File: src/rtl/icm_pkg.sv
// Shared constants for the isolated CAN transceiver mode logic and its controller.
// Assumes a single 100 MHz clock on both ends.
package icm_pkg;
    localparam int          CLK_NS            = 10;
    // Timing figures in their own unit, then the cycle counts derived from them
    localparam int          WAKE_FILTER_NS    = 500;
    localparam int          WAKE_RESET_NS     = 40000;
    localparam int          DOM_LIMIT_NS      = 40000;
    localparam int          SLEEP_ENTRY_NS    = 30000;
    localparam int          SLEEP_EXIT_NS     = 30000;
    localparam logic [12:0] WAKE_FILTER_CYC   = 13'((WAKE_FILTER_NS + CLK_NS - 1) / CLK_NS);
    localparam logic [12:0] WAKE_RESET_CYC    = 13'(WAKE_RESET_NS / CLK_NS);
    localparam logic [12:0] DOM_LIMIT_CYC     = 13'(DOM_LIMIT_NS / CLK_NS);
    localparam logic [12:0] SLEEP_ENTRY_CYC   = 13'((SLEEP_ENTRY_NS + CLK_NS - 1) / CLK_NS);
    localparam logic [12:0] SLEEP_EXIT_CYC    = 13'((SLEEP_EXIT_NS + CLK_NS - 1) / CLK_NS);
    // Controller register byte offsets
    localparam logic [3:0]  REG_CTRL          = 4'h0;
    localparam logic [3:0]  REG_TXBIT         = 4'h4;
    localparam logic [3:0]  REG_STATUS        = 4'h8;
    localparam logic [3:0]  REG_BITLEN        = 4'hC;
    // Field positions
    localparam int          CTRL_SLEEP        = 0;
    localparam int          CTRL_LISTEN       = 1;
    localparam int          CTRL_AUX          = 2;
    localparam int          ST_RX             = 0;
    localparam int          ST_LOST           = 1;
    localparam int          ST_SETTLE         = 2;
    localparam int          ST_EMPTY          = 3;
    localparam int          ST_FULL           = 4;
    localparam int          ST_BUSY           = 5;
    // Reset values
    localparam logic [2:0]  CTRL_RST          = 3'h0;
    localparam logic [15:0] BITLEN_RST        = 16'h0064;

    typedef enum logic [1:0] {
        ICM_WK_IDLE = 2'b00,
        ICM_WK_DOM  = 2'b01,
        ICM_WK_REC  = 2'b10,
        ICM_WK_DONE = 2'b11
    } icm_wake_t;

    typedef enum logic [0:0] {
        ICM_TX_IDLE = 1'b0,
        ICM_TX_BIT  = 1'b1
    } icm_tx_t;
endpackage

File: src/rtl/icm_link_if.sv
// Logic-side pins between the CAN controller and the transceiver.
// No clock here; both ends run on the same clock given to each module.
interface icm_link_if;
    logic txd;
    logic rxd;
    logic low_power_select;
    logic listen_only;
    logic aux;

    modport dev (
        input  txd,
        input  low_power_select,
        input  listen_only,
        input  aux,
        output rxd
    );
    modport ctl (
        output txd,
        output low_power_select,
        output listen_only,
        output aux,
        input  rxd
    );
endinterface

File: src/rtl/icm_controller.sv
// Controller end: Wishbone registers, two-entry bit buffer, bit transmitter.
// Assumes classic Wishbone with the same clock; bits are sent one per bit period.
module icm_controller
    import icm_pkg::*;
(
    input  wire logic        clk_i,
    input  wire logic        rst_i,
    icm_link_if.ctl          link,
    input  wire logic        cyc_i,
    input  wire logic        stb_i,
    input  wire logic        we_i,
    input  wire logic [3:0]  adr_i,
    input  wire logic [3:0]  sel_i,
    input  wire logic [31:0] dat_i,
    output logic      [31:0] dat_o,
    output logic             ack_o
);
    logic [2:0]  ctrl_q;
    logic [15:0] bitlen_q;
    logic        lost_q;
    logic [12:0] settle_q;
    logic        sleep_seen_q;
    logic [1:0]  buf_q;
    logic        rd_ptr_q;
    logic        wr_ptr_q;
    logic [1:0]  cnt_q;
    icm_tx_t     tx_q;
    logic [15:0] tick_q;
    logic        txd_q;
    logic        req;
    logic        push;
    logic        pop;
    logic        in_ready;
    logic        out_valid;
    logic        settling;
    logic        lost_set;
    logic        sleep_edge;

    assign req       = cyc_i & stb_i & ~ack_o;
    assign in_ready  = (cnt_q != 2'd2);
    assign out_valid = (cnt_q != 2'd0);
    assign settling  = (settle_q != 13'h0000);
    // A write to the bit register waits for room; this is the back-pressure
    assign push      = req & we_i & sel_i[0] & (adr_i == REG_TXBIT) & in_ready;
    // The flip cycle itself counts too: the settle timer only loads one edge later
    assign sleep_edge = ctrl_q[CTRL_SLEEP] ^ sleep_seen_q;
    assign pop       = out_valid & (tx_q == ICM_TX_IDLE) & ~settling & ~sleep_edge & ~lost_q;
    // Sending recessive but reading dominant at the bit end: arbitration lost
    assign lost_set  = (tx_q == ICM_TX_BIT) & (tick_q == 16'h0000) & txd_q
                       & ~link.rxd & ~settling;

    always_ff @(posedge clk_i) begin
        if (rst_i) begin
            ack_o <= 1'b0;
        end else if (req && !(we_i && sel_i[0] && adr_i == REG_TXBIT && !in_ready)) begin
            ack_o <= 1'b1;
        end else begin
            ack_o <= 1'b0;
        end
    end

    always_ff @(posedge clk_i) begin
        if (rst_i) begin
            dat_o <= 32'h0000_0000;
        end else if (req && !we_i) begin
            if (adr_i == REG_CTRL) begin
                dat_o <= {29'h0000_0000, ctrl_q};
            end else if (adr_i == REG_STATUS) begin
                dat_o <= {26'h0000_0000, (tx_q == ICM_TX_BIT), ~in_ready, ~out_valid,
                          settling, lost_q, link.rxd | settling};
            end else if (adr_i == REG_BITLEN) begin
                dat_o <= {16'h0000, bitlen_q};
            end else begin
                dat_o <= 32'h0000_0000;
            end
        end
    end

    always_ff @(posedge clk_i) begin
        if (rst_i) begin
            ctrl_q   <= CTRL_RST;
            bitlen_q <= BITLEN_RST;
        end else if (req && we_i) begin
            if (adr_i == REG_CTRL && sel_i[0]) begin
                ctrl_q <= dat_i[2:0];
            end else if (adr_i == REG_BITLEN) begin
                if (sel_i[0]) bitlen_q[7:0] <= dat_i[7:0];
                if (sel_i[1]) bitlen_q[15:8] <= dat_i[15:8];
            end
        end
    end

    // Lost flag: a new loss in the clearing cycle keeps the flag set
    always_ff @(posedge clk_i) begin
        if (rst_i) begin
            lost_q <= 1'b0;
        end else if (lost_set) begin
            lost_q <= 1'b1;
        end else if (req && we_i && sel_i[0] && adr_i == REG_STATUS && dat_i[ST_LOST]) begin
            lost_q <= 1'b0;
        end
    end

    // Settle timer restarts on every change of the sleep request
    always_ff @(posedge clk_i) begin
        if (rst_i) begin
            sleep_seen_q <= 1'b0;
            settle_q     <= 13'h0000;
        end else begin
            sleep_seen_q <= ctrl_q[CTRL_SLEEP];
            if (ctrl_q[CTRL_SLEEP] && !sleep_seen_q) begin
                settle_q <= SLEEP_ENTRY_CYC;
            end else if (!ctrl_q[CTRL_SLEEP] && sleep_seen_q) begin
                settle_q <= SLEEP_EXIT_CYC;
            end else if (settling) begin
                settle_q <= settle_q - 13'h0001;
            end
        end
    end

    // Two-entry buffer; a lost arbitration flushes what was queued
    always_ff @(posedge clk_i) begin
        if (rst_i || lost_set) begin
            rd_ptr_q <= 1'b0;
            wr_ptr_q <= 1'b0;
            cnt_q    <= 2'd0;
        end else begin
            if (push) begin
                buf_q[wr_ptr_q] <= dat_i[0];
                wr_ptr_q        <= ~wr_ptr_q;
            end
            if (pop) begin
                rd_ptr_q <= ~rd_ptr_q;
            end
            if (push && !pop) begin
                cnt_q <= cnt_q + 2'd1;
            end else if (pop && !push) begin
                cnt_q <= cnt_q - 2'd1;
            end
        end
    end

    // Bit transmitter; transmit idles recessive, and a sleep change, settling or loss forces it so
    always_ff @(posedge clk_i) begin
        if (rst_i) begin
            tx_q   <= ICM_TX_IDLE;
            tick_q <= 16'h0000;
            txd_q  <= 1'b1;
        end else begin
            case (tx_q)
                ICM_TX_IDLE: begin
                    txd_q <= 1'b1;
                    if (pop) begin
                        tx_q   <= ICM_TX_BIT;
                        txd_q  <= buf_q[rd_ptr_q];
                        tick_q <= bitlen_q - 16'h0001;
                    end
                end
                default: begin
                    if (lost_set || settling || sleep_edge) begin
                        tx_q  <= ICM_TX_IDLE;
                        txd_q <= 1'b1;
                    end else if (tick_q == 16'h0000) begin
                        tx_q  <= ICM_TX_IDLE;
                        txd_q <= 1'b1;
                    end else begin
                        tick_q <= tick_q - 16'h0001;
                    end
                end
            endcase
        end
    end

    assign link.txd              = txd_q;
    assign link.low_power_select = ctrl_q[CTRL_SLEEP];
    assign link.listen_only      = ctrl_q[CTRL_LISTEN];
    assign link.aux              = ctrl_q[CTRL_AUX];
endmodule

File: src/flat_wrapper.sv
// flat-port wrapper written by rule: the top's interface ports become plain ports
module icm_controller_flat import icm_pkg::*;
  (clk_i, rst_i, cyc_i, stb_i, we_i, adr_i, sel_i, dat_i, dat_o, ack_o, link_txd, link_low_power_select, link_listen_only, link_aux, link_rxd);
  icm_link_if link_i ();
  input  wire logic clk_i;
  input  wire logic rst_i;
  input  wire logic cyc_i;
  input  wire logic stb_i;
  input  wire logic we_i;
  input  wire logic [3:0] adr_i;
  input  wire logic [3:0] sel_i;
  input  wire logic [31:0] dat_i;
  output logic      [31:0] dat_o;
  output logic ack_o;
  output wire logic [$bits(link_i.txd)-1:0] link_txd;
  output wire logic [$bits(link_i.low_power_select)-1:0] link_low_power_select;
  output wire logic [$bits(link_i.listen_only)-1:0] link_listen_only;
  output wire logic [$bits(link_i.aux)-1:0] link_aux;
  input wire logic [$bits(link_i.rxd)-1:0] link_rxd;
  assign link_txd = link_i.txd;
  assign link_low_power_select = link_i.low_power_select;
  assign link_listen_only = link_i.listen_only;
  assign link_aux = link_i.aux;
  assign link_i.rxd = link_rxd;
  icm_controller u_core (.clk_i(clk_i), .rst_i(rst_i), .link(link_i), .cyc_i(cyc_i), .stb_i(stb_i), .we_i(we_i), .adr_i(adr_i), .sel_i(sel_i), .dat_i(dat_i), .dat_o(dat_o), .ack_o(ack_o));
endmodule
File: config.mk
export PLATFORM = sky130hd
export DESIGN_NAME = icm_controller_flat
export DESIGN_NICKNAME = d
export VERILOG_FILES = /design/src/rtl/icm_pkg.sv /design/src/rtl/icm_link_if.sv /design/src/rtl/icm_controller.sv /design/src/flat_wrapper.sv
export SDC_FILE = /design/constraint.sdc
export NUM_CORES = 1
export LEC_CHECK = 0
export ABC_CLOCK_PERIOD_IN_PS = 3760
export CAP_MARGIN = 20
export CORE_AREA = 2 2 98 100
export CTS_CLUSTER_SIZE = 10
export DETAILED_ROUTE_END_ITERATION = 7
export DIE_AREA = 0 0 100 102
export DONT_BUFFER_PORTS = 1
export PLACE_DENSITY = 0.6
export SETUP_SLACK_MARGIN = 0.05
export SLEW_MARGIN = 0
export SYNTH_ARGS = -nofsm -noshare
export SYNTH_HDL_FRONTEND = slang
export SYNTH_SLANG_ARGS = --single-unit
File: constraint.sdc
create_clock -name clk_i -period 3.76 [get_ports clk_i]
set_input_delay 0.564 -clock clk_i [delete_from_list [all_inputs] [get_ports clk_i]]
set_output_delay 0.564 -clock clk_i [all_outputs]
set_load 0.02 [all_outputs]
After elaboration in Yosys (flattened, before gate mapping)
Cells that the tools add are included.
{"block": "word_totals", "output_inout_bits": 37, "inputBits": 46, "reg_bits": 91}
{"block": "op_classes", "mux": 28, "bitwise": 28, "order_cmp": 3, "n_reduce_logical": 39, "n_eq_ne": 7, "n_addsub": 5}
{"cell": "16-bit 2-to-1 mux", "count": 5}
{"cell": "32-bit 2-to-1 mux", "count": 2}
{"cell": "12-bit 2-to-1 mux", "count": 3}
{"cell": "16-bit by 1-bit subtractor with 16-bit output, second input constant", "count": 2}
{"cell": "16-bit zero test", "count": 1}
{"cell": "1-bit logical AND", "count": 15}
{"cell": "1-bit AND", "count": 14}
{"cell": "1-bit 2-to-1 mux", "count": 14}
{"cell": "13-bit nonzero test", "count": 1}
{"cell": "13-bit by 1-bit subtractor with 13-bit output, second input constant", "count": 1}
{"cell": "1-bit inverter", "count": 12}
{"cell": "4-bit == test, second input constant", "count": 2}
{"cell": "4-bit AND reduction", "count": 2}
{"cell": "2-bit nonzero test", "count": 4}
{"cell": "1-bit zero test", "count": 7}
{"cell": "2-bit != test, second input constant", "count": 3}
{"cell": "4-bit by 3-bit == test with 1-bit output, second input constant", "count": 1}
{"cell": "4-bit zero test", "count": 1}
{"cell": "1-bit by 2-bit less-than comparator with 1-bit output, second input constant", "count": 2}
{"cell": "2-bit 2-to-1 mux", "count": 2}
{"cell": "2-bit AND reduction", "count": 2}
{"cell": "1-bit logical OR", "count": 3}
{"cell": "3-bit != test, second input constant", "count": 1}
{"cell": "3-bit AND reduction", "count": 1}
{"cell": "other kinds (9)", "count": 9}

Logic depth before layout (Yosys ltp)
{"block": "depth", "ltp_word": 10, "mapped_depth": 11, "depth_no_buf": 10}

Worst setup path before layout
OpenSTA, ideal clock, no wires.
{"block": "synth_timing", "path_type": "register -> register", "start": "register u_core.tx_q", "end": "register u_core.tick_q[10]", "setup_slack_ns": 0.762, "arrival_ns": 2.924, "setup_time_ns": 0.074, "stages_incl_launch_ff": 12, "t_required_ns": 3.686, "path_cell_list": "dfxtp_1 -> clkbuf_1 -> clkbuf_1 -> clkbuf_1 -> buf_1 -> mux2i_1 -> ha_1 -> o211ai_1 -> nor2_1 -> nand2_1 -> or4_1 -> a31oi_1"}
{"block": "synth_via", "elab_chain_len": 8, "elab_cells_between_ends": 16}
{"item": "start: declaration", "line_no": "icm_controller.sv:27", "source": "icm_tx_t tx_q;"}
{"item": "start signal: assignment", "line_no": "icm_controller.sv:146", "source": "tx_q <= ICM_TX_IDLE;"}
{"item": "start signal: assignment", "line_no": "icm_controller.sv:154", "source": "tx_q <= ICM_TX_BIT;"}
{"item": "start signal: assignment", "line_no": "icm_controller.sv:161", "source": "tx_q <= ICM_TX_IDLE;"}
{"item": "1-bit AND (2 in series)", "line_no": "icm_controller.sv:49", "source": "assign lost_set = (tx_q == ICM_TX_BIT) & (tick_q == 16'h0000) & txd_q"}
{"item": "1-bit AND (2 in series)", "line_no": "icm_controller.sv:50", "source": "& ~link.rxd & ~settling;"}
{"item": "1-bit logical OR (2 in series)", "line_no": "icm_controller.sv:160", "source": "if (lost_set || settling || sleep_edge) begin"}
{"item": "2-bit != test (no source line)"}
{"item": "3-bit AND reduction (no source line)"}
{"item": "end signal: assignment", "line_no": "icm_controller.sv:156", "source": "tick_q <= bitlen_q - 16'h0001;"}
{"item": "end signal: assignment", "line_no": "icm_controller.sv:167", "source": "tick_q <= tick_q - 16'h0001;"}
{"item": "end: declaration", "line_no": "icm_controller.sv:28", "source": "logic [15:0] tick_q;"}
Several ways; a longest one is shown, not always the timed one.
A chain may end at the register's enable or synchronous reset.

Final worst setup path
Ends and elaborated chain as after synthesis.

==> qor.yml <==
multi_input_comb_area_um2: 2320
root_buffer: "clkbuf_8"
avgSynthCellArea_um2: 7.82
io_buffers: 0
clockPowerShare: 0.323
finalClockSkew_ns: 0.0123
peakVddDrop_v: 0.000478
die-area_um2: 10200
endpoint_kind: "flip-flop"
required_ns: 4.04
fin_util: 0.471
drtIter0Drc: 268
synth_compound_area_frac: 0.190
diodes: 0
setup_violations: 0
fp-row-count: 35
synth_xor_area_frac: 0.0390
via_per_inst: 5.92
ctsHtreeMaxLevel: 3
synth-edff-count: 2
die_h_um: 102
tightest_slew_ns: 0.953
path_max_fanout: 20
core_um2: 9110
synth-async-reset-ratio: 0
cp_cell_sequence: "buf_4 > nor3b_1 > o211ai_1 > nor2_1 > nand2_1 > or4_1 > a31oi_1"
grt_max_degree: 64
fin_tns_setup_ns: 0
period_minus_slack_ns: 2.74
synthMuxAreaShare: 0.0377
cts_sinks: 75
dr.pass1.iters: 7
drive_above_1_share: 0.0564
grt-ovfl-total: 0
relSlewSlack: 0.362
switching_power_mw: 0.715
yosysWarnings: 0
synth_fa_ha_area_frac: 0.0186
ctsResizeCount: 0
synth_top_cell_by_area: "dfxtp_1"
p_sw_frac: 0.323
wl_per_cell_um: 17.2
yosys-top-cells-area: "dfxtp_1 (36%), nand2_1 (6.7%), nor2_1 (5.8%)"
chipWidth_um: 100
yosys.area_share.simple: 0.274
start_util: 0.444
clock_latency_ns: 0.35
ys_types: 61
nNetsFinal: 561
p_leak_nw: 1.53
intPower_mw: 1.50
post-cts-setup-buffer-count: 0
start_kind: "flip-flop"
synth_top_area_frac: 0.361
critPathSlowestCell: "dfxtp_1"
ant_nets: 0
synth_top_family_by_area: "simple AND/OR/NAND/NOR gates"
r2r-start: "u_core.tx_q$_SDFF_PP0_"
ys_ff_latch: 75
post-route-period-util: 0.729
hp-start: "rst_i"
outcome: "finished clean"
hold_viol: 0
vias: 3700
crit_start: "u_core.tx_q$_SDFF_PP0_"
drc: 0
cap_viol_max_count: 0
ys_seq_area_frac: 0.376
track_usage: 0.222
clk_pin_slew_worst_paths_ns: 0.08
powerDensity_nw_per_um2: 516
arrival_ns: 3.02
grt_pass1_wl_mm: 17.9
rsz0062_at_grt: "no"
place.gp.congestion: 0.913
synthFlopType: "dfxtp_1"
p_comb_frac: 0.257
num_io_pins: 83
fmax_ghz: 0.365
hpwl_mm: 7.71
cts_tree: "built"
cts_buffers: 9
cpPeakStageDelay_ns: 0.56
synth_area_um2: 4040
syn_to_final_growth_pct: 6.13
wl_mm: 10.7
synth_cells: 517
hold_class: "in -> reg"
fillers: 912
cts_buffer_depth: 2
grt_pass1_vias: 3561
pwr-share-seq: 0.420
crit_type: "reg -> reg"
slew_viol_final: 0
hold_buffers: 0
regArea_um2: 1520
antenna_found_initial: 0
[per-stage QoR]
step	area [µm²]	worst slack (ns)	hold WS [ns]	instances	total power [mW]
2_1_floorplan	4100	0.762	0.440	532	1.41
3_3_place_gp	4060	1.09	0.453	609	1.50
3_5_place_dp	4060	1.04	0.465	609	1.51
4_1_cts	4290	1.03	0.265	625	2.22
5_1_grt	4290	0.788	0.263	625	2.35
6_report	4290	1.02	0.275	625	2.21
[flip-flops by register name, indices dropped and copies added (netlist names)]
name                 flops
u_core.cnt_q             2
u_core.tick_q           16
u_core.buf_q             2
u_core.lost_q            1
u_core.wr_ptr_q          1
u_core.sleep_seen_q      1
u_core.link.txd          1
u_core.settle_q         13
u_core.tx_q              1
u_core.dat_o            16
u_core.bitlen_q         16
u_core.ctrl_q            3
u_core.ack_o             1
u_core.rd_ptr_q          1
[cell usage in the layout (no fill, tap or decap), drive strengths merged, types with 3 or more instances in the layout]
cell type / netlist / routed
a21boi: 3 / 3
a211oi: 5 / 5
dfxtp: 73 / 73
o21ai: 17 / 17
nand3b: 7 / 7
nand2b: 7 / 7
or3: 12 / 12
or2: 4 / 4
nand4: 4 / 4
nor3b: 3 / 3
inv: 13 / 13
or4: 4 / 4
ha: 6 / 6
mux2i: 13 / 13
clkbuf: 19 / 12
nor2b: 3 / 3
xor2: 7 / 7
and3: 4 / 4
nor2: 63 / 63
xnor2: 11 / 11
nand3: 13 / 13
a21o: 3 / 3
o211ai: 3 / 3
buf: 19 / 4
a22o: 4 / 4
nor4: 7 / 7
a32oi: 3 / 3
o32ai: 3 / 3
nor3: 20 / 20
a21oi: 45 / 45
a31oi: 7 / 7
nand2: 72 / 72
conb: 1 / 16
a22oi: 14 / 14
[worst paths after layout]
kind         cells after the start                         endpoint  slack (ns)
max                              7   u_core.tick_q[10]$_SDFFE_PP0P_        1.02
min                              1  u_core.settle_q[9]$_SDFFE_PP0P_        0.28
max reg2reg                      7   u_core.tick_q[10]$_SDFFE_PP0P_        1.02
min reg2reg                      2    u_core.tick_q[0]$_SDFFE_PP0P_        0.47
[logic make-up after synthesis]
kind of cell | after synthesis
AO/OA/AOI/OAI | 120
XOR/XNOR | 18
adder cells (fa/ha/maj) | 6
buffers and inverters | 51
flip-flops | 75
multiplexers | 15
other | 1
AND/OR/NAND/NOR | 231
[power groups by stage]
stage	registers (mW)	logic, mW	clock network (mW)
3_5_place_dp	0.948	0.560	0
4_1_cts	0.929	0.566	0.729
3_3_place_gp	0.945	0.552	0
6_report	0.930	0.568	0.715
2_1_floorplan	0.933	0.477	0
5_1_grt	0.939	0.648	0.767
[Yosys cell counts (4+ instances only)]
library cell  count
dfxtp_1          73
nand2_1          72
nor2_1           63
a21oi_1          45
nor3_1           20
clkbuf_1         19
buf_4            16
o21ai_0          15
a22oi_1          14
mux2i_1          13
nand3_1          13
inv_1            12
or3_1            12
xnor2_1          11
a31oi_1           7
nand2b_1          7
nand3b_1          7
xor2_1            7
ha_1              6
nor4_1            6
a211oi_1          5
a22o_1            4
and3_1            4
nand4_1           4
or2_2             4
or4_1             4
[final cells by class]
cell class              count  share of cell area
clock inverters             4              0.0169
inverters                  13              0.0114
flip-flops and latches     75               0.355
repair buffers              4             0.00700
multi-input cells         406               0.542
clock buffers              12              0.0362
well taps                 111              0.0324
[per-layer routing]
metal	track usage	up-vias	routed length, µm
met3	0.0451	14	697
met4	0.0738	0	152
li1	-	1807	-
met1	0.288	1769	4690
met5	0	-	0
met2	0.373	110	5180
[worst max-delay path: cells and delay by family (launching register included)]
| kind | cells | cell delay [ns] |
|---|---|---|
| AO/OA/AOI/OAI | 2 | 0.49 |
| flip-flops | 1 | 0.56 |
| AND/OR/NAND/NOR | 4 | 1.28 |
| buffers and inverters | 1 | 0.33 |
Power figures use the tool's default switching activity.
